===== config.mk =====
export PLATFORM = sky130hd
export DESIGN_NAME = pcsm_manager
export DESIGN_NICKNAME = d
export VERILOG_FILES = /design/src/rtl/pcsm_pkg.sv /design/src/rtl/pcsm_sync.sv /design/src/rtl/pcsm_clock_monitor.sv /design/src/rtl/pcsm_manager.sv
export SDC_FILE = /design/constraint.sdc
export NUM_CORES = 1
export LEC_CHECK = 0
export ABC_AREA = 1
export BUFFER_PORTS_ARGS = -buffer_cell sky130_fd_sc_hd__buf_2
export CORE_MARGIN = 2
export CORE_UTILIZATION = 57
export DETAILED_ROUTE_END_ITERATION = 10
export GPL_TIMING_DRIVEN = 0
export PLACE_DENSITY = 0.84
export REMOVE_ABC_BUFFERS = 1
export SYNTH_ARGS = -nofsm -noshare
export SYNTH_HDL_FRONTEND = slang
export SYNTH_SLANG_ARGS = --single-unit

===== constraint.sdc =====
create_clock -name sys_clk_in -period 2.25 [get_ports sys_clk_in]
set_input_delay 0.225 -clock sys_clk_in [delete_from_list [all_inputs] [get_ports sys_clk_in]]
set_output_delay 0.225 -clock sys_clk_in [all_outputs]
set_load 0.02 [all_outputs]

===== src/rtl/pcsm_pkg.sv =====
/*
 Constants and carrier types of the power manager.
 Assumes one 200 MHz clock.
*/
package pcsm_pkg;

    // Register byte offsets
    localparam logic [7:0] PCSM_CTRL_OFS = 8'h00;
    localparam logic [7:0] PCSM_SLEEP_OFS = 8'h01;
    localparam logic [7:0] PCSM_HUBMASK_OFS = 8'h14;
    localparam logic [7:0] PCSM_APBAMASK_OFS = 8'h18;
    localparam logic [7:0] PCSM_APBBMASK_OFS = 8'h1c;
    localparam logic [7:0] PCSM_APBCMASK_OFS = 8'h20;
    localparam logic [7:0] PCSM_FLAG_OFS = 8'h36;
    localparam logic [7:0] PCSM_CAUSE_OFS = 8'h38;
    localparam logic [7:0] PCSM_STATUS_OFS = 8'h3c;

    // Field positions
    localparam int PCSM_CTRL_FDEN_BIT = 2;
    localparam int PCSM_CTRL_BKUP_BIT = 4;
    localparam int PCSM_FLAG_CFAIL_BIT = 1;

    // Self and bridge mask bits
    localparam int PCSM_APBA_SELF_BIT = 1;
    localparam int PCSM_HUB_BRIDGE_A_BIT = 0;

    // Reset values
    localparam logic [31:0] PCSM_HUBMASK_RST = 32'h0000_001f;
    localparam logic [31:0] PCSM_APBAMASK_RST = 32'h0000_007f;
    localparam logic [31:0] PCSM_APBBMASK_RST = 32'h0000_001f;
    localparam logic [31:0] PCSM_APBCMASK_RST = 32'h0001_0000;

    // Reset cause bits
    localparam int PCSM_RC_POR = 0;
    localparam int PCSM_RC_BODC = 1;
    localparam int PCSM_RC_BODI = 2;
    localparam int PCSM_RC_EXT = 4;
    localparam int PCSM_RC_WDT = 5;
    localparam int PCSM_RC_SYS = 6;

    // Timing
    localparam int PCSM_CLK_NS = 5;
    localparam int PCSM_RST_HOLD_NS = 40;
    localparam int PCSM_RST_HOLD_CYC = (PCSM_RST_HOLD_NS + PCSM_CLK_NS - 1) / PCSM_CLK_NS;
    localparam int PCSM_WAKE_CYC = 4;

    typedef enum logic [2:0] {
        PCSM_ACTIVE,
        PCSM_IDLE0,
        PCSM_IDLE1,
        PCSM_IDLE2,
        PCSM_STANDBY,
        PCSM_WALK,
        PCSM_WAKE
    } pcsm_mode_t;

    typedef struct packed {
        logic por;
        logic bod_core;
        logic bod_io;
        logic ext;
        logic wdt;
        logic sys;
    } pcsm_rst_src_t;

    typedef struct packed {
        logic cpu_run;
        logic hub_run;
        logic apb_run;
        logic main_run;
        logic reg_lowpower;
        logic ram_lowpower;
    } pcsm_dom_t;

    typedef struct packed {
        logic power_rst;
        logic ext_rst;
        logic user_rst;
    } pcsm_rst_out_t;

endpackage : pcsm_pkg


===== src/rtl/pcsm_sync.sv =====
/*
 Two flip-flop synchroniser.
 Assumes an async input.
*/
`timescale 1ns/1ps
`default_nettype none
module pcsm_sync
    import pcsm_pkg::*;
#(
    parameter int W = 1
)
(
    // Clock and reset
    input wire logic sys_clk_in,
    input wire logic rst_n_in,
    // Data
    input wire logic [W-1:0] async_in,
    output logic [W-1:0] sync_out
);
    typedef struct packed {
        logic [W-1:0] s1;
        logic [W-1:0] s2;
    } pcsm_sync_st_t;

    pcsm_sync_st_t st_q;
    pcsm_sync_st_t st_d;

    always_comb
    begin
        st_d.s1 = async_in;
        st_d.s2 = st_q.s1;
    end

    always_ff @(posedge sys_clk_in)
    begin
        if (!rst_n_in)
            st_q <= '0;
        else
            st_q <= st_d;
    end

    assign sync_out = st_q.s2;
endmodule : pcsm_sync
`default_nettype wire


===== src/rtl/pcsm_clock_monitor.sv =====
/*
 Main clock failure detector.
 Assumes async tick and reference inputs.
*/
`timescale 1ns/1ps
`default_nettype none
module pcsm_clock_monitor
    import pcsm_pkg::*;
(
    // Clock and reset
    input wire logic sys_clk_in,
    input wire logic rst_n_in,
    // Control
    input wire logic monitor_en_in,
    // Observed clocks
    input wire logic main_tick_in,
    input wire logic ref_clk_in,
    // Result
    output logic fail_out
);
    typedef struct packed {
        logic tick_prev;
        logic ref_prev;
        logic seen;
        logic armed;
        logic fail;
    } pcsm_mon_st_t;

    pcsm_mon_st_t st_q;
    pcsm_mon_st_t st_d;
    logic [1:0] sync_w;

    pcsm_sync #(.W(2)) u_sync (
        .sys_clk_in(sys_clk_in),
        .rst_n_in(rst_n_in),
        .async_in({main_tick_in, ref_clk_in}),
        .sync_out(sync_w)
    );

    always_comb
    begin
        logic ref_rise;
        logic tick_edge;
        st_d = st_q;
        ref_rise = sync_w[0] & ~st_q.ref_prev;
        tick_edge = sync_w[1] ^ st_q.tick_prev;
        st_d.tick_prev = sync_w[1];
        st_d.ref_prev = sync_w[0];
        st_d.fail = 1'b0;
        if (!monitor_en_in)
        begin
            st_d.seen = 1'b0;
            st_d.armed = 1'b0;
        end
        else
        begin
            if (tick_edge)
                st_d.seen = 1'b1;
            if (ref_rise)
            begin
                // One full reference period without a main edge
                st_d.fail = st_q.armed & ~st_q.seen & ~tick_edge; // RULE6
                st_d.armed = 1'b1;
                st_d.seen = 1'b0;
            end
        end
    end

    always_ff @(posedge sys_clk_in)
    begin
        if (!rst_n_in)
            st_q <= '0;
        else
            st_q <= st_d;
    end

    assign fail_out = st_q.fail;
endmodule : pcsm_clock_monitor
`default_nettype wire


===== src/rtl/pcsm_manager.sv =====
/*
 Clock masks, failure fallback,
 reset cause and sleep sequencer.
 Assumes pins, reset sources and ticks
 are async; all else on sys_clk_in.
*/
// What this block does
// RULE1 - Mask bit low gates the peripheral clock.
// RULE2 - Masks reset to default enables.
// RULE3 - Gated bus clock blocks register access.
// RULE4 - One mask bit per clock domain.
// RULE5 - Own or bridge clock off locks masks.
// RULE6 - No main edge in a reference period is failure.
// RULE7 - Enable bit high keeps detector watching.
// RULE8 - Failure selects backup, sets flag, may interrupt.
// RULE9 - Failure sets backup select; zero reselects primary.
// RULE10 - Detector pauses at start-up and in sleep.
// RULE11 - Software keeps detector off in standby.
// RULE12 - Latest reset source is recorded.
// RULE13 - Reset scope depends on the reset kind.
// RULE14 - Low reset pin gives external reset.
// RULE15 - Software, watchdog and power sources reset.
// RULE16 - Wait instruction sleeps; deep bit and level choose mode.
// RULE17 - Idle levels stop CPU, hub, then bus clock.
// RULE18 - Each level wakes on its interrupt kinds.
// RULE19 - Standby stops unrequested sources; low-power regulator.
// RULE20 - Stopped domains halt whatever the masks say.
// RULE21 - Sleep-after-handler re-enters sleep on handler exit.
// RULE22 - Qualifying interrupt returns to active.
// RULE23 - Standby clock requests run without the CPU.
`timescale 1ns/1ps
`default_nettype none
module pcsm_manager
    import pcsm_pkg::*;
(
    // Clock and reset
    input wire logic sys_clk_in,
    input wire logic rst_n_in,
    // Register port
    input wire logic [7:0] reg_addr_in,
    input wire logic [31:0] reg_wdata_in,
    input wire logic reg_wr_in,
    input wire logic reg_rd_in,
    output logic [31:0] reg_rdata_out,
    // Reset sources and pin
    input wire logic reset_pin_n_in,
    input wire logic por_in,
    input wire logic core_brownout_detect_in,
    input wire logic io_brownout_detect_in,
    input wire logic wdt_reset_in,
    input wire logic cpu_software_reset_request_in,
    output pcsm_rst_out_t reset_out,
    // CPU sleep control
    input wire logic wait_instruction_in,
    input wire logic handler_exit_in,
    input wire logic deep_sleep_select_in,
    input wire logic sleep_after_handler_in,
    input wire logic irq_sync_hub_in,
    input wire logic irq_sync_apb_in,
    input wire logic irq_async_in,
    // Clock sources
    input wire logic main_tick_in,
    input wire logic ref_clk_in,
    input wire logic main_clk_starting_in,
    input wire logic [7:0] keep_running_in_standby_in,
    input wire logic [7:0] request_driven_clock_in,
    input wire logic [7:0] clock_request_in,
    output logic [7:0] source_run_out,
    output logic backup_clock_select_out,
    output logic clock_failure_irq_out,
    // Clock enables and domain state
    output logic [31:0] hub_gate_out,
    output logic [31:0] apba_gate_out,
    output logic [31:0] apbb_gate_out,
    output logic [31:0] apbc_gate_out,
    output pcsm_dom_t domain_out
);
    typedef struct packed {
        pcsm_mode_t mode;
        logic [1:0] idle_level;
        logic fd_enable;
        logic bkup;
        logic fail_flag;
        logic fail_irq_en;
        logic [31:0] hub_mask;
        logic [31:0] apba_mask;
        logic [31:0] apbb_mask;
        logic [31:0] apbc_mask;
        logic [7:0] cause;
        logic [3:0] rst_cnt;
        pcsm_rst_out_t rst;
        logic [2:0] wake_cnt;
        logic [31:0] rdata;
    } pcsm_st_t;

    pcsm_st_t st_q;
    pcsm_st_t st_d;
    pcsm_rst_src_t src_w;
    logic fail_w;
    logic mon_en_w;
    logic lock_w;
    logic sleeping_w;
    logic [31:0] apb_gate_w;

    pcsm_sync #(.W(6)) u_rst_sync (
        .sys_clk_in(sys_clk_in),
        .rst_n_in(rst_n_in),
        .async_in({por_in, core_brownout_detect_in, io_brownout_detect_in, ~reset_pin_n_in,
                   wdt_reset_in, cpu_software_reset_request_in}),
        .sync_out(src_w)
    );

    pcsm_clock_monitor u_mon (
        .sys_clk_in(sys_clk_in),
        .rst_n_in(rst_n_in),
        .monitor_en_in(mon_en_w),
        .main_tick_in(main_tick_in),
        .ref_clk_in(ref_clk_in),
        .fail_out(fail_w)
    );

    // Monitor gating
    assign sleeping_w = (st_q.mode != PCSM_ACTIVE);
    assign mon_en_w = st_q.fd_enable & ~sleeping_w & ~main_clk_starting_in; // RULE7 RULE10
    assign lock_w = ~st_q.apba_mask[PCSM_APBA_SELF_BIT] | ~st_q.hub_mask[PCSM_HUB_BRIDGE_A_BIT]; // RULE5
    assign apb_gate_w = {32{domain_out.apb_run}};

    always_comb
    begin
        pcsm_mode_t m;
        logic wr_ok;
        m = PCSM_ACTIVE;
        wr_ok = 1'b0;
        st_d = st_q;
        m = st_q.mode;
        st_d.rdata = '0;

        // Reset collection and stretch
        st_d.rst = '0;
        if (src_w.por | src_w.bod_core | src_w.bod_io | src_w.ext | src_w.wdt | src_w.sys) // RULE14 RULE15
        begin
            st_d.rst_cnt = 4'(PCSM_RST_HOLD_CYC);
            st_d.cause = '0; // RULE12
            if (src_w.por)
                st_d.cause[PCSM_RC_POR] = 1'b1;
            else if (src_w.bod_core)
                st_d.cause[PCSM_RC_BODC] = 1'b1;
            else if (src_w.bod_io)
                st_d.cause[PCSM_RC_BODI] = 1'b1;
            else if (src_w.ext)
                st_d.cause[PCSM_RC_EXT] = 1'b1;
            else if (src_w.wdt)
                st_d.cause[PCSM_RC_WDT] = 1'b1;
            else
                st_d.cause[PCSM_RC_SYS] = 1'b1;
        end
        else if (st_q.rst_cnt != 4'h0)
            st_d.rst_cnt = st_q.rst_cnt - 4'h1;
        if (st_d.rst_cnt != 4'h0)
        begin
            // Scope of each reset kind
            st_d.rst.power_rst = st_d.cause[PCSM_RC_POR] | st_d.cause[PCSM_RC_BODC]
                | st_d.cause[PCSM_RC_BODI]; // RULE13
            st_d.rst.ext_rst = st_d.rst.power_rst | st_d.cause[PCSM_RC_EXT]; // RULE13
            st_d.rst.user_rst = 1'b1; // RULE13
        end

        // Failure fallback
        if (fail_w)
        begin
            st_d.bkup = 1'b1; // RULE8 RULE9
            st_d.fail_flag = 1'b1; // RULE8
        end

        // Register writes
        wr_ok = reg_wr_in & domain_out.apb_run & st_q.apba_mask[PCSM_APBA_SELF_BIT]; // RULE3
        if (wr_ok)
        begin
            unique case (reg_addr_in)
                PCSM_CTRL_OFS:
                begin
                    st_d.fd_enable = reg_wdata_in[PCSM_CTRL_FDEN_BIT];
                    if (!fail_w)
                        st_d.bkup = reg_wdata_in[PCSM_CTRL_BKUP_BIT]; // RULE9
                end
                PCSM_SLEEP_OFS: st_d.idle_level = reg_wdata_in[1:0];
                PCSM_HUBMASK_OFS: if (!lock_w) st_d.hub_mask = reg_wdata_in; // RULE1 RULE4 RULE5
                PCSM_APBAMASK_OFS: if (!lock_w) st_d.apba_mask = reg_wdata_in; // RULE1 RULE5
                PCSM_APBBMASK_OFS: if (!lock_w) st_d.apbb_mask = reg_wdata_in; // RULE1 RULE5
                PCSM_APBCMASK_OFS: if (!lock_w) st_d.apbc_mask = reg_wdata_in; // RULE1 RULE5
                PCSM_FLAG_OFS:
                begin
                    if (reg_wdata_in[PCSM_FLAG_CFAIL_BIT] && !fail_w)
                        st_d.fail_flag = 1'b0;
                    st_d.fail_irq_en = reg_wdata_in[0];
                end
                default: ;
            endcase
        end

        // Register reads
        if (reg_rd_in && domain_out.apb_run && st_q.apba_mask[PCSM_APBA_SELF_BIT]) // RULE3
        begin
            unique case (reg_addr_in)
                PCSM_CTRL_OFS:
                begin
                    st_d.rdata[PCSM_CTRL_FDEN_BIT] = st_q.fd_enable;
                    st_d.rdata[PCSM_CTRL_BKUP_BIT] = st_q.bkup;
                end
                PCSM_SLEEP_OFS: st_d.rdata[1:0] = st_q.idle_level;
                PCSM_HUBMASK_OFS: st_d.rdata = st_q.hub_mask;
                PCSM_APBAMASK_OFS: st_d.rdata = st_q.apba_mask;
                PCSM_APBBMASK_OFS: st_d.rdata = st_q.apbb_mask;
                PCSM_APBCMASK_OFS: st_d.rdata = st_q.apbc_mask;
                PCSM_FLAG_OFS: st_d.rdata[1:0] = {st_q.fail_flag, st_q.fail_irq_en};
                PCSM_CAUSE_OFS: st_d.rdata[7:0] = st_q.cause; // RULE12
                PCSM_STATUS_OFS: st_d.rdata[2:0] = st_q.mode;
                default: st_d.rdata = '0;
            endcase
        end

        // Sleep sequencer
        unique case (st_q.mode)
            PCSM_ACTIVE:
                if (wait_instruction_in || (handler_exit_in && sleep_after_handler_in)) // RULE16 RULE21
                begin
                    if (deep_sleep_select_in)
                        m = PCSM_STANDBY; // RULE16
                    else if (st_q.idle_level == 2'h0)
                        m = PCSM_IDLE0;
                    else if (st_q.idle_level == 2'h1)
                        m = PCSM_IDLE1;
                    else
                        m = PCSM_IDLE2;
                end
            PCSM_IDLE0:
                if (irq_sync_hub_in || irq_sync_apb_in || irq_async_in) // RULE18 RULE22
                    m = PCSM_ACTIVE;
            PCSM_IDLE1:
                if (irq_sync_apb_in || irq_async_in) // RULE18 RULE22
                    m = PCSM_ACTIVE;
            PCSM_IDLE2:
                if (irq_async_in) // RULE18 RULE22
                    m = PCSM_ACTIVE;
            PCSM_STANDBY:
                if (irq_async_in) // RULE18
                    m = PCSM_WAKE;
                else if (|(clock_request_in & request_driven_clock_in)) // RULE23
                    m = PCSM_WALK;
            PCSM_WALK:
                if (irq_async_in) // RULE23
                    m = PCSM_WAKE;
                else if (!(|(clock_request_in & request_driven_clock_in)))
                    m = PCSM_STANDBY; // RULE23
            PCSM_WAKE:
                if (st_q.wake_cnt == 3'h0)
                    m = PCSM_ACTIVE;
            default: m = PCSM_ACTIVE;
        endcase
        st_d.wake_cnt = (m == PCSM_WAKE && st_q.mode != PCSM_WAKE) ? 3'(PCSM_WAKE_CYC - 1)
            : (st_q.wake_cnt != 3'h0 ? st_q.wake_cnt - 3'h1 : 3'h0);
        st_d.mode = m;
    end

    always_ff @(posedge sys_clk_in)
    begin
        if (!rst_n_in)
        begin
            st_q <= '0;
            st_q.mode <= PCSM_ACTIVE;
            st_q.hub_mask <= PCSM_HUBMASK_RST; // RULE2
            st_q.apba_mask <= PCSM_APBAMASK_RST; // RULE2
            st_q.apbb_mask <= PCSM_APBBMASK_RST; // RULE2
            st_q.apbc_mask <= PCSM_APBCMASK_RST; // RULE2
            st_q.cause <= 8'h01;
        end
        else
            st_q <= st_d;
    end

    // Domain policy
    always_comb
    begin
        domain_out = '0;
        domain_out.cpu_run = (st_q.mode == PCSM_ACTIVE); // RULE17
        domain_out.hub_run = (st_q.mode == PCSM_ACTIVE) || (st_q.mode == PCSM_IDLE0); // RULE17
        domain_out.apb_run = domain_out.hub_run || (st_q.mode == PCSM_IDLE1); // RULE17
        domain_out.main_run = (st_q.mode != PCSM_STANDBY); // RULE19
        domain_out.reg_lowpower = (st_q.mode == PCSM_STANDBY) || (st_q.mode == PCSM_WALK); // RULE19
        domain_out.ram_lowpower = domain_out.reg_lowpower; // RULE17 RULE19
    end

    // Source run policy
    always_comb
    begin
        if (st_q.mode == PCSM_STANDBY || st_q.mode == PCSM_WALK)
            source_run_out = keep_running_in_standby_in
                & (~request_driven_clock_in | clock_request_in); // RULE19 RULE23
        else
            source_run_out = ~request_driven_clock_in | clock_request_in;
    end

    // Gates
    assign hub_gate_out = st_q.hub_mask & {32{domain_out.hub_run}}; // RULE1 RULE20
    assign apba_gate_out = st_q.apba_mask & apb_gate_w; // RULE1 RULE20
    assign apbb_gate_out = st_q.apbb_mask & apb_gate_w; // RULE1 RULE20
    assign apbc_gate_out = st_q.apbc_mask & apb_gate_w; // RULE1 RULE20
    assign backup_clock_select_out = st_q.bkup; // RULE8
    assign clock_failure_irq_out = st_q.fail_flag & st_q.fail_irq_en; // RULE8
    assign reset_out = st_q.rst;
    assign reg_rdata_out = st_q.rdata;
endmodule : pcsm_manager
`default_nettype wire


Yosys cells after proc, flatten, opt, wreduce, memory -nomap -nowiden:

Cells that the tools add are included.

* muxes and demuxes: 52
* bitwise gates (word level): 38
* $add $sub $neg: 2
* divide/modulo/power cells: 0
* order comparisons: 0
* multipliers: 0
* reduce and logical (&&, ||, !) cells: 35
* shifts and indexed selects: 0
* equality and inequality tests: 18

Operators by type and width (count)
* $mux W32: 8
* $mux W131: 1
* $and A32 B32 Y32: 4
* $pmux W24 S4: 1
* $mux W3: 13
* $eq A8 B6 Y1 const B: 4
* $eq A8 B5 Y1 const B: 3
* $pmux W3 S7: 1
* $and A8 B8 Y8: 2
* $pmux W2 S8: 1
* $pmux W3 S5: 1
* $reduce_and A3 Y1: 5
* $mux W2: 7
* $eq A3 B3 Y1 const B: 4
* $mux W1: 12
* $not A1 Y1: 12
* $reduce_and A2 Y1: 6
* $or A1 B1 Y1: 9
* $and A1 B1 Y1: 8
* $eq A8 B1 Y1 const B: 1
* $logic_not A8 Y1: 1
* $mux W4: 2
* $mux W8: 1
* $not A8 Y8: 1
* 21 further kinds: 37

* memory bits (read-only): 0
* memories kept: 0
* logic and storage cells: 173
* bits in writable memories: 0
* output and inout port bits: 179
* bits in latches: 0
* input port bits: 84
* register bits after elaboration: 206

Logic depth before layout (Yosys ltp):

Gate-level depths: netlist of the first run.

* word-level depth: 9
* depth in mapped cells: 11
* depth with buffers taken out: 11

Cells and area by module:

Synthesis of the first run repeated with hierarchy kept, for this count alone.

* cell total of the unflattened synthesis: 1351
* area total of the unflattened synthesis: 9361.5 µm²

By module, submodules not included
* pcsm_manager: area an instance 8722.1 µm², sequential area each 3703.6 µm², cells each 1277, times used 1
* pcsm_sync (u_rst_sync): area an instance 341.6 µm², sequential area each 240.2 µm², cells each 37, times used 1
* pcsm_clock_monitor: area an instance 187.7 µm², sequential area each 100.1 µm², cells each 25, times used 1
* pcsm_sync (u_mon.u_sync): area an instance 110.1 µm², sequential area each 80.1 µm², cells each 12, times used 1

Worst setup path before layout of the first run:

No wires, ideal clock.

* kind: register to output
* from: register st_q[186] in the netlist's numbering
* to: output port source_run_out[0]
* buffers on the path: 0
* arrival time: 1.497 ns
* cell stages (with the launch flop): 6
* path slack: 0.528 ns
* data required time: 2.025 ns
* path through: dfxtp_1 inv_2 nor2_1 clkinv_1 o22ai_1 inv_1

RTL lines
* start, declared: RTL line pcsm_manager.sv:96 `pcsm_st_t st_q;`
* start signal, assigned: RTL line pcsm_manager.sv:278 `st_q <= st_d;`
* end, declared: RTL line pcsm_manager.sv:68 `output logic [7:0] source_run_out,`

Worst setup path in the final report of the first run:

* from: register st_q[185] in the netlist's numbering
* to: register st_q[155] in the netlist's numbering

* word-level cells in the longest chain between the ends: 6
* elaborated cells between the ends (all ways): 8
* those cells by class: 2 x eq/ne; 2 x bitwise; 4 x reduce/logical

RTL lines
* $eq A3 B1 Y1 or $logic_not A3 Y1 (tied branches): RTL line pcsm_manager.sv:286 `domain_out.hub_run = (st_q.mode == PCSM_ACTIVE) || (st_q.mode == PCSM_IDLE0);`
* $logic_or A1 B1 Y1: RTL line pcsm_manager.sv:286
* $logic_or A1 B1 Y1 *: RTL line pcsm_manager.sv:287 `domain_out.apb_run = domain_out.hub_run || (st_q.mode == PCSM_IDLE1);`
* $and A1 B1 Y1 * (2 in a row): RTL line pcsm_manager.sv:176 `wr_ok = reg_wr_in & domain_out.apb_run & st_q.apba_mask[PCSM_APBA_SELF_BIT];`
* $reduce_and A3 Y1 (no source line) *

Mark *: on every way between the ends. The rest lies on a longest branch, timed or not.
A chain may end at the register's enable or synchronous reset.

==> results.toml, run 1 <==
[critical_path]
cp_slowest_cell = "dfxtp_2"
worst_r2r_endpoint = "st_q[155]"
crit_type = "flip-flop to flip-flop"
reg2reg_depth = 11
r2r-start = "st_q[185]"
crit_chain = "nand2_4, nand2_8, nor2_4, nand2_2, nor2_4, buf_12, inv_4, nor2_4, buf_6, nand2_1, a21oi_1"
start_kind = "flip-flop"
cp_top_family = "simple AND/OR/NAND/NOR gates"
crit_arrival_ns = 2.57
r2r_setup_slack_ns = 0.11
max_stage_delay_ns = 0.38
critPathRequiredTime_ns = 2.67
end_kind = "flip-flop"
crit_fanout = 17
critPathBufInv = 3
cp_common_cell = "nor2_4"

[global_route]
grt_pass1_vias = 9043
use_met2 = 0.555
grt.met1_usage = 0.411
grt-ovfl-total = 0
met3_usage = 0.0590
antenna_found_initial = 1
grt_pass1_wl_um = 46200
top_usage_layer = "met2"
track_usage = 0.323
grt_max_degree = 65

[floorplan]
die-width_um = 133
num_io_pins = 263
die_y_um = 133
start_util = 0.588
core_mm2 = 0.0160
die_area_mm2 = 0.0176
rows = 46

[timing]
skew_ns = 0.00718
grt_setup_unrepaired = "no"
fin_crit_sh = 0.953
hold-worst-slack_ns = 0.00691
period_minus_slack_ns = 2.14
worst_pin_slew_ns = 1.16
slew_violations = 0
fmax_ghz = 0.467
finalSetupTns_ns = 0
finalWorstSetupSlack_ns = 0.107
setup_viol = 0
slew_headroom = 0.223
finalHoldViolCount = 0

[clock_tree]
numCtsBuffers = 22
cts_sinks = 206
cts_htree_levels = 1
clk_pin_slew_ns = 0.06
clockBufferDepth = 3
clkLatencyLatePin_ns = 0.50
root_buffer = "clkbuf_16"
cts_tree = "done"

[synth]
seq_area_frac_synth = 0.438
synth_area_mm2 = 0.00941
synthArstFlopShare = 0
synth-main-ff-cell = "dfxtp_1"
ys_seq_elements = 206
syn_inst = 1373
synth_cell_type_count = 36
syn_avg_cell_area_um2 = 6.86
yosysWarnings = 0
synth-edff-count = 0

[hold_path]
hold_path_class = "input pin to flip-flop"
worstHoldEndpoint = "st_q[110]"
holdPathStages = 3
hold_start = "reg_wdata_in[28]"

[placement]
place.gp.congestion = 0.952
dpl-instance-area_mm2 = 0.0105
dp_slack_ns = -1.27
post-place-cells = 1751
port_buffers = 262
hpwlAfterDp_um = 17700

[pwr]
leakagePower_nw = 5.46
p_per_area_mw_per_mm2 = 697
power_mw = 8.04
peakVddDrop_uv = 486

[route]
ant_nets = 0
dr.pass1.iters = 6
dr.first_iter.drc_count = 1067
drt-vias-per-instance = 5.39
drc = 0
routed-via-count = 9823
wl_per_cell_um = 16.5
drt_wl_total_um = 30000

[final_layout]
syn_to_final_growth_pct = 22.7
final_cell_area_mm2 = 0.0115
stdcell_count = 1822
drive_above_1_share = 0.222
fin_util = 0.722
layout.nets = 1676

[run]
cap_viol_max_count = 0

[outcome]
status = "finished, final reports clean"
## flip-flops by register name, summed over array words and instances, names as in the netlist
signal / flops
backup_clock_select_out: 1
reg_rdata_out: 32
reset_out: 3
st_q: 149
u_mon.fail_out: 1
u_mon.st_q: 4
u_mon.u_sync.st_d: 2
u_mon.u_sync.sync_out: 2
u_rst_sync.st_d: 6
u_rst_sync.sync_out: 6
## layout make-up
class                           instances  area (um^2)
Tap cell                              216          270
Clock buffer                           33          653
Antenna cell                            1         2.50
Sequential cell                       206         4130
Timing Repair Buffer                  290         1620
Multi-Input combinational cell        835         3930
Clock inverter                          5         27.5
Fill cell                            1344         4450
Inverter                              235          907
Timing Repair inverter                  1         7.51
## worst register-to-register path, delay by kind of cell, from the launching register on
kind | cells | cell delay, ns
simple gates | 7 | 1.07
buf+inv | 3 | 0.46
flops | 1 | 0.38
compound gates | 1 | 0.15
## worst max path at each step
| stage | start | endpoint | slack (ns) | depth (start not counted) |
|---|---|---|---|---|
| floorplan | st_q[185] | st_q[100] | -0.25 | 10 |
| global placement | rst_n_in | u_mon.fail_out | -3.08 | 5 |
| detailed placement | st_q[186] | st_q[89] | -1.27 | 10 |
| CTS | st_q[185] | hub_gate_out[23] | -0.01 | 5 |
| global route | st_q[185] | st_q[169] | 0.03 | 11 |
| finish | st_q[185] | st_q[155] | 0.11 | 11 |
## cells by family (layout without fill, tap and decap cells)
group           count (synthesis)  count (layout)  share of synthesized area
compound gates                266             266                      0.154
flops                         206             206                      0.438
simple gates                  563             568                      0.249
other cells                     0               1                          0
buf+inv                       337             564                      0.157
fa+ha+maj                       1               1                    0.00133
## synthesized netlist by cell type (3+ instances only)
cell type	count	area (um^2)
nor4_1	3	18.8
inv_2	11	41.3
o22ai_1	44	275
o211ai_1	17	128
inv_1	222	833
clkbuf_1	36	135
nor2_1	211	792
buf_4	42	315
buf_2	18	90.1
nand4_1	12	75.1
nand3_1	48	240
a22o_1	4	35.0
o21ai_0	61	305
nand2_1	253	950
a21oi_1	122	611
buf_6	4	45.0
dfxtp_1	206	4120
o21ai_1	13	65.1
nor3_1	11	55.1
nand2_2	10	62.6
nor2_4	5	56.3
## layer usage
layer,vias to the layer above,routed length [um]
met2,554,14400
met5,-,0
met3,76,3100
met4,0,780
met1,4482,11700
li1,4711,-
## repair_timing
item / in CTS / in global routing
buffers inserted: 11 / 2
endpoints found under the setup margin: 287 / 134
pin swaps: 5 / 4
hold buffers: 13 / 0
cloned: 5 / 1
endpoints found under the hold margin: 15 / 0
resized for setup: 21 / 9
## power by group
part / leakage, nW / total, mW / switching [mW] / internal [mW]
clock network: 0.335 / 3.44 / 1.45 / 2.00
logic: 3.45 / 0.875 / 0.609 / 0.266
registers: 1.67 / 3.73 / 0.0287 / 3.70
## placed cells by master, fill, tap and decap left out, types with 2 or more instances in the layout
master,instances
nand4_1,12
nand3_1,48
o22ai_1,44
clkbuf_1,6
o21ai_0,61
nor3_1,10
nor4_1,3
dfxtp_1,204
o211ai_1,17
buf_4,10
nand2_4,5
clkbuf_8,4
inv_2,5
inv_4,4
nand2_1,253
nor2_1,209
dlygate4sd3_1,13
o21ai_1,13
clkinv_2,7
clkbuf_16,23
nor2_2,3
inv_1,221
a21oi_1,122
a31oi_1,2
nor2_4,8
clkinvlp_4,3
buf_2,261
nand2_2,6
a21boi_0,2
buf_12,5
dfxtp_2,2
a22o_1,4
nand2_8,3
Note: power is estimated with default switching activity, not from simulation.
==> run 2: changes to the inputs <==
- ABC_AREA: 1 -> not set
==> run 2 against run 1 <==
  * Die area shrank 0.69%
  * Final area fell by 0.90%
  * Highest routed layer is now met5
  * Hold slack better by 0.0045 ns
  * Sequential share of layout area rose by 0.31 points
==> results.toml, run 2 <==
[global_route]
grt_max_degree = 91
grt_pass1_wl_um = 43300
track_usage = 0.305
grt.met1_usage = 0.388
grt-ovfl-total = 0
grt_pass1_vias = 8198
use_met2 = 0.518
top_usage_layer = "met2"
met3_usage = 0.0561
antenna_found_initial = 1

[floorplan]
die-width_um = 132
die_y_um = 132
num_io_pins = 263
core_mm2 = 0.0159
die_area_mm2 = 0.0174
start_util = 0.586
rows = 46

[pwr]
p_per_area_mw_per_mm2 = 691
peakVddDrop_uv = 458
leakagePower_nw = 4.89
power_mw = 7.91

[critical_path]
cp_common_cell = "buf_16"
cp_top_family = "buffers and inverters"
crit_fanout = 48
critPathRequiredTime_ns = 2.03
crit_type = "flip-flop to primary output"
cp_slowest_cell = "dfxtp_1"
max_stage_delay_ns = 0.42
end_kind = "primary output"
start_kind = "flip-flop"
critPathBufInv = 3
crit_arrival_ns = 1.98
crit_chain = "a21oi_4, buf_16, buf_16, and2_1, buf_2"

[clock_tree]
cts_htree_levels = 1
root_buffer = "clkbuf_16"
clkLatencyLatePin_ns = 0.50
numCtsBuffers = 21
cts_sinks = 206
cts_tree = "done"
clockBufferDepth = 3
clk_pin_slew_ns = 0.06

[synth]
yosysMostFrequentCell = "nand2_1"
synth_common_cells = "nand2_1, dfxtp_1, and2_1"
ys_seq_elements = 206
syn_avg_cell_area_um2 = 8.25
synth_cell_type_count = 57
yosysWarnings = 0
synth_top_area_cell = "dfxtp_1"
synth_area_mm2 = 0.00935
syn_inst = 1133
synth-edff-count = 0
synth-main-ff-cell = "dfxtp_1"
seq_area_frac_synth = 0.441
synth_area_leaders = "dfxtp_1, nand2_1, and2_1"
synthArstFlopShare = 0
synth_top_area_share = 0.441

[timing]
skew_ns = 0.0172
fin_crit_sh = 0.981
grt_setup_unrepaired = "no"
slew_violations = 0
hold-worst-slack_ns = 0.0114
worst_pin_slew_ns = 0.908
fmax_ghz = 0.453
finalHoldViolCount = 0
slew_headroom = 0.393
period_minus_slack_ns = 2.21
setup_viol = 0

[final_layout]
final_cell_area_mm2 = 0.0114
regMostFlops = "st_q"
stdcell_count = 1566
multi_input_area_mm2 = 0.00460
mostFrequentLayoutCells = "nand2_1, buf_2, dfxtp_1"
num-fill-cells = 1244
final_common_cell = "nand2_1"
drive_above_1_share = 0.245
layout.nets = 1422
largest_reg_flops = 149
syn_to_final_growth_pct = 22.4
ff_latch_area_mm2 = 0.00413
fin_util = 0.718
antenna_cells = 0

[run]
cap_viol_max_count = 0

[placement]
post-place-cells = 1499
port_buffers = 262
dpl-instance-area_mm2 = 0.0104
place.gp.congestion = 0.850
hpwlAfterDp_um = 17400

[route]
routed-via-count = 8947
dr.first_iter.drc_count = 893
dr.pass1.iters = 5
wl_per_cell_um = 18.0
ant_nets = 0
drt-vias-per-instance = 5.71
drt_wl_total_um = 28300
drc = 0

[hold_path]
hold_path_class = "input pin to flip-flop"

[outcome]
status = "finished, final reports clean"
==> run 2: cell types whose count changed in the layout (fill, tap and decap cells not counted), sizes merged, moves of 43 or more <==
cell and delta:
inv -215, a21boi +113, o21ai -64, and2 +156
o22ai -43, a21oi -70, nor2 -194
==> run 2: layer usage <==
layer,vias up,share of wire
met3,73,0.094
met5,-,0.00039
li1,4171,-
met4,2,0.032
met2,519,0.49
met1,4182,0.38
==> run 2: what timing repair did <==
action,CTS,global route
hold endpoints to repair,39,0
resized for setup,13,8
cloned,2,1
pin swaps,2,3
setup endpoints to repair,194,189
buffers inserted,1,2
hold buffers,24,0
==> run 2: worst paths after layout <==
check | endpoint | cells after the start | startpoint | slack [ns]
max | apbc_gate_out[12] | 5 | st_q[186] | 0.04
min | st_q[137] | 3 | reg_wdata_in[23] | 0.01
max reg2reg | backup_clock_select_out | 7 | st_q[186] | 0.10
min reg2reg | u_rst_sync.sync_out[0] | 1 | u_rst_sync.st_d[0] | 0.43
==> run 2: metrics by stage <==
step / setup TNS, ns / setup slack [ns]
3_5_place_dp: -96.22 / -1.18
2_1_floorplan: -62.23 / -0.730
5_1_grt: 0 / 0.00813
3_3_place_gp: -356.87 / -2.93
6_report: 0 / 0.0427
4_1_cts: 0 / 0.00956
==> run 2: cell type report <==
cell class              count  share of cell area
flip-flops and latches    206               0.360
clock buffers              31              0.0536
clock inverters             5             0.00470
inverters                  15             0.00492
multi-input cells         798               0.402
well taps                 216              0.0236
repair buffers            295               0.151
==> run 2: power breakdown <==
group / total [mW] / switching (mW) / leakage [nW] / internal (mW)
registers: 3.73 / 0.0395 / 1.67 / 3.69
clock network: 3.40 / 1.40 / 0.331 / 2.00
logic: 0.776 / 0.456 / 2.89 / 0.320
==> run 2: cells by family (layout without fill, tap and decap cells) <==
kind of cell,Yosys count,in the layout,share of synthesized area
buffers and inverters,132,346,0.0783
xor gates and xnor gates,3,3,0.00281
and+or+nand+nor,549,552,0.284
AOI/OAI and AO/OA,235,235,0.183
muxes,7,7,0.00910
adders and majority gates,1,1,0.00134
DFF,206,206,0.441
==> run 2: tightest hold or removal path, stage by stage <==
cell,delay (ns)
buf_2,0.13
nand2_1,0.06
a21boi_1,0.05
==> run 3: changes to the inputs <==
- CORE_UTILIZATION: 57 -> 47
- PLACE_DENSITY: 0.84 -> 0.74
- clock period: 2.25 -> 2 ns (I/O delays scaled with it)
==> run 3 against run 2 <==
  * Final area up 8.1%
  * Sequential share of layout area down 2.6 points
  * Clock skew down 0.0024 ns
  * Hold slack better by 0.012 ns
  * Largest power group is now clock
  * Critical path depth unchanged
  * Power up 21%
  * Core utilization down 8.2 points
  * Flip-flop and latch count unchanged
  * Routed wire length up 12%
  * First-iteration DRC count up 7.8%
  * Count of clock-buffer cells in the layout up 2
  * Combinational power up 40%
  * The flow now finishes with violations (negative setup slack)
==> results.toml, run 3 (synthesis gave the netlist of run 2 again) <==
[outcome]
status = "complete, but fails checks"
violations = "negative setup slack"

[clock_tree]
clkLatencyLatePin_ns = 0.51
cts_tree = "done"
root_buffer = "clkbuf_16"
clk_pin_slew_ns = 0.06
numCtsBuffers = 23
cts_htree_levels = 1
clockBufferDepth = 3
cts_sinks = 206

[timing]
period_minus_slack_ns = 2.02
finalSetupTns_ns = -0.0237
slew_violations = 0
fmax_ghz = 0.496
finalHoldViolCount = 0
hold-worst-slack_ns = 0.0232
fin_crit_sh = 1.01
finalWorstSetupSlack_ns = -0.0166
slew_headroom = 0.416
skew_ns = 0.0148
grt_setup_unrepaired = "yes"
worst_pin_slew_ns = 0.876
setup_viol = 4

[global_route]
grt_max_degree = 86
antenna_found_initial = 1
track_usage = 0.266
grt_pass1_vias = 8486
grt_pass1_wl_um = 45500
grt-ovfl-total = 0

[floorplan]
die_area_mm2 = 0.0210
core_mm2 = 0.0195
num_io_pins = 263
start_util = 0.480
die-width_um = 145
rows = 51
die_y_um = 145

[critical_path]
r2r-start = "st_q[184]"
crit_arrival_ns = 1.82
critPathRequiredTime_ns = 1.80
end_kind = "primary output"
cp_slowest_cell = "dfxtp_4"
crit_chain = "a21oi_4, buf_12, buf_6, and2_1, buf_4"
crit_fanout = 7
crit_type = "flip-flop to primary output"
max_stage_delay_ns = 0.36
critPathBufInv = 3
start_kind = "flip-flop"
worstSetupStartpoint = "st_q[184]"
cp_top_family = "buffers and inverters"

[route]
dr.first_iter.drc_count = 963
routed-via-count = 9053
drt-vias-per-instance = 5.47
drc = 0
wl_per_cell_um = 19.1
dr.pass1.iters = 6
drt_wl_total_um = 31600
ant_nets = 0

[final_layout]
final_common_cell = "nand2_1"
antenna_cells = 0
mostFrequentLayoutCells = "nand2_1, buf_2, dfxtp_1"
drive_above_1_share = 0.276
layout.nets = 1460
syn_to_final_growth_pct = 32.4
largest_reg_flops = 149
fin_util = 0.636
regMostFlops = "st_q"

[hold_path]
hold_path_class = "input pin to flip-flop"
hold_start = "reg_wdata_in[4]"

[placement]
hpwlAfterDp_um = 18100
place.gp.congestion = 0.793
port_buffers = 262
dp_slack_ns = -1.53

[pwr]
leakagePower_nw = 5.21
power.switching_mw = 2.28
p_seq_frac = 0.440
p_per_area_mw_per_mm2 = 771
power_mw = 9.54
p_comb_frac = 0.114
swShare = 0.239
clock_power_share = 0.446
peakVddDrop_uv = 756
intPower_mw = 7.25

[run]
cap_viol_max_count = 0
## run 3: area by class of cell
class	instances	area, um^2
fill	1574	7090
multi-input combinational	800	4710
sequential	206	4140
timing repair buffer	329	2380
clock buffer	33	683
tap	265	332
clock inverter	6	83.8
inverter	15	56.3
## run 3: path summary, 6_finish.rpt
check                           endpoint  slack, ns  depth (start not counted)
setup / recovery       apbc_gate_out[22]      -0.02                          5
hold reg to reg   u_rst_sync.sync_out[5]       0.43                          1
setup reg to reg        reg_rdata_out[6]       0.01                          6
hold / removal                  st_q[54]       0.02                          3
## run 3: routing by layer
metal / vias up / share of wire / global-route usage
li1: 4252 / - / -
met3: 72 / 0.098 / 0.0538
met4: 2 / 0.031 / 0.0955
met5: - / 0.00041 / 0
met2: 508 / 0.49 / 0.449
met1: 4219 / 0.38 / 0.338
## run 3: power by group through the flow
| stage | Sequential, mW | Clock (mW) | Combinational (mW) |
|---|---|---|---|
| floorplan | 4.29 | 0 | 0.400 |
| global placement | 4.29 | 0 | 0.763 |
| detailed placement | 4.29 | 0 | 0.813 |
| CTS | 4.19 | 4.34 | 0.960 |
| global route | 4.20 | 4.51 | 1.16 |
| finish | 4.20 | 4.26 | 1.09 |
## run 3: through the flow
stage                     cell area, um^2  cells
final                               12400   1654
after global routing                12400   1654
after CTS                           11900   1645
after detailed placement            10500   1552
after global placement              10300   1543
after floorplan                      8670   1016
## run 3: worst reg2reg max path, cell delays in order, from the launching register on
cell	delay (ns)
dfxtp_4	0.36
a21oi_4	0.30
buf_16	0.21
and2_4	0.19
and3_2	0.30
o21ai_0	0.28
a21oi_1	0.26
## run 3: what timing repair did
item / in CTS / in global routing
hold buffers: 39 / 0
cloned: 3 / 8
resized for setup: 35 / 108
pin swaps: 3 / 6
endpoints found under the setup margin: 299 / 190
hold endpoints to repair: 126 / 0
buffers inserted: 12 / 1
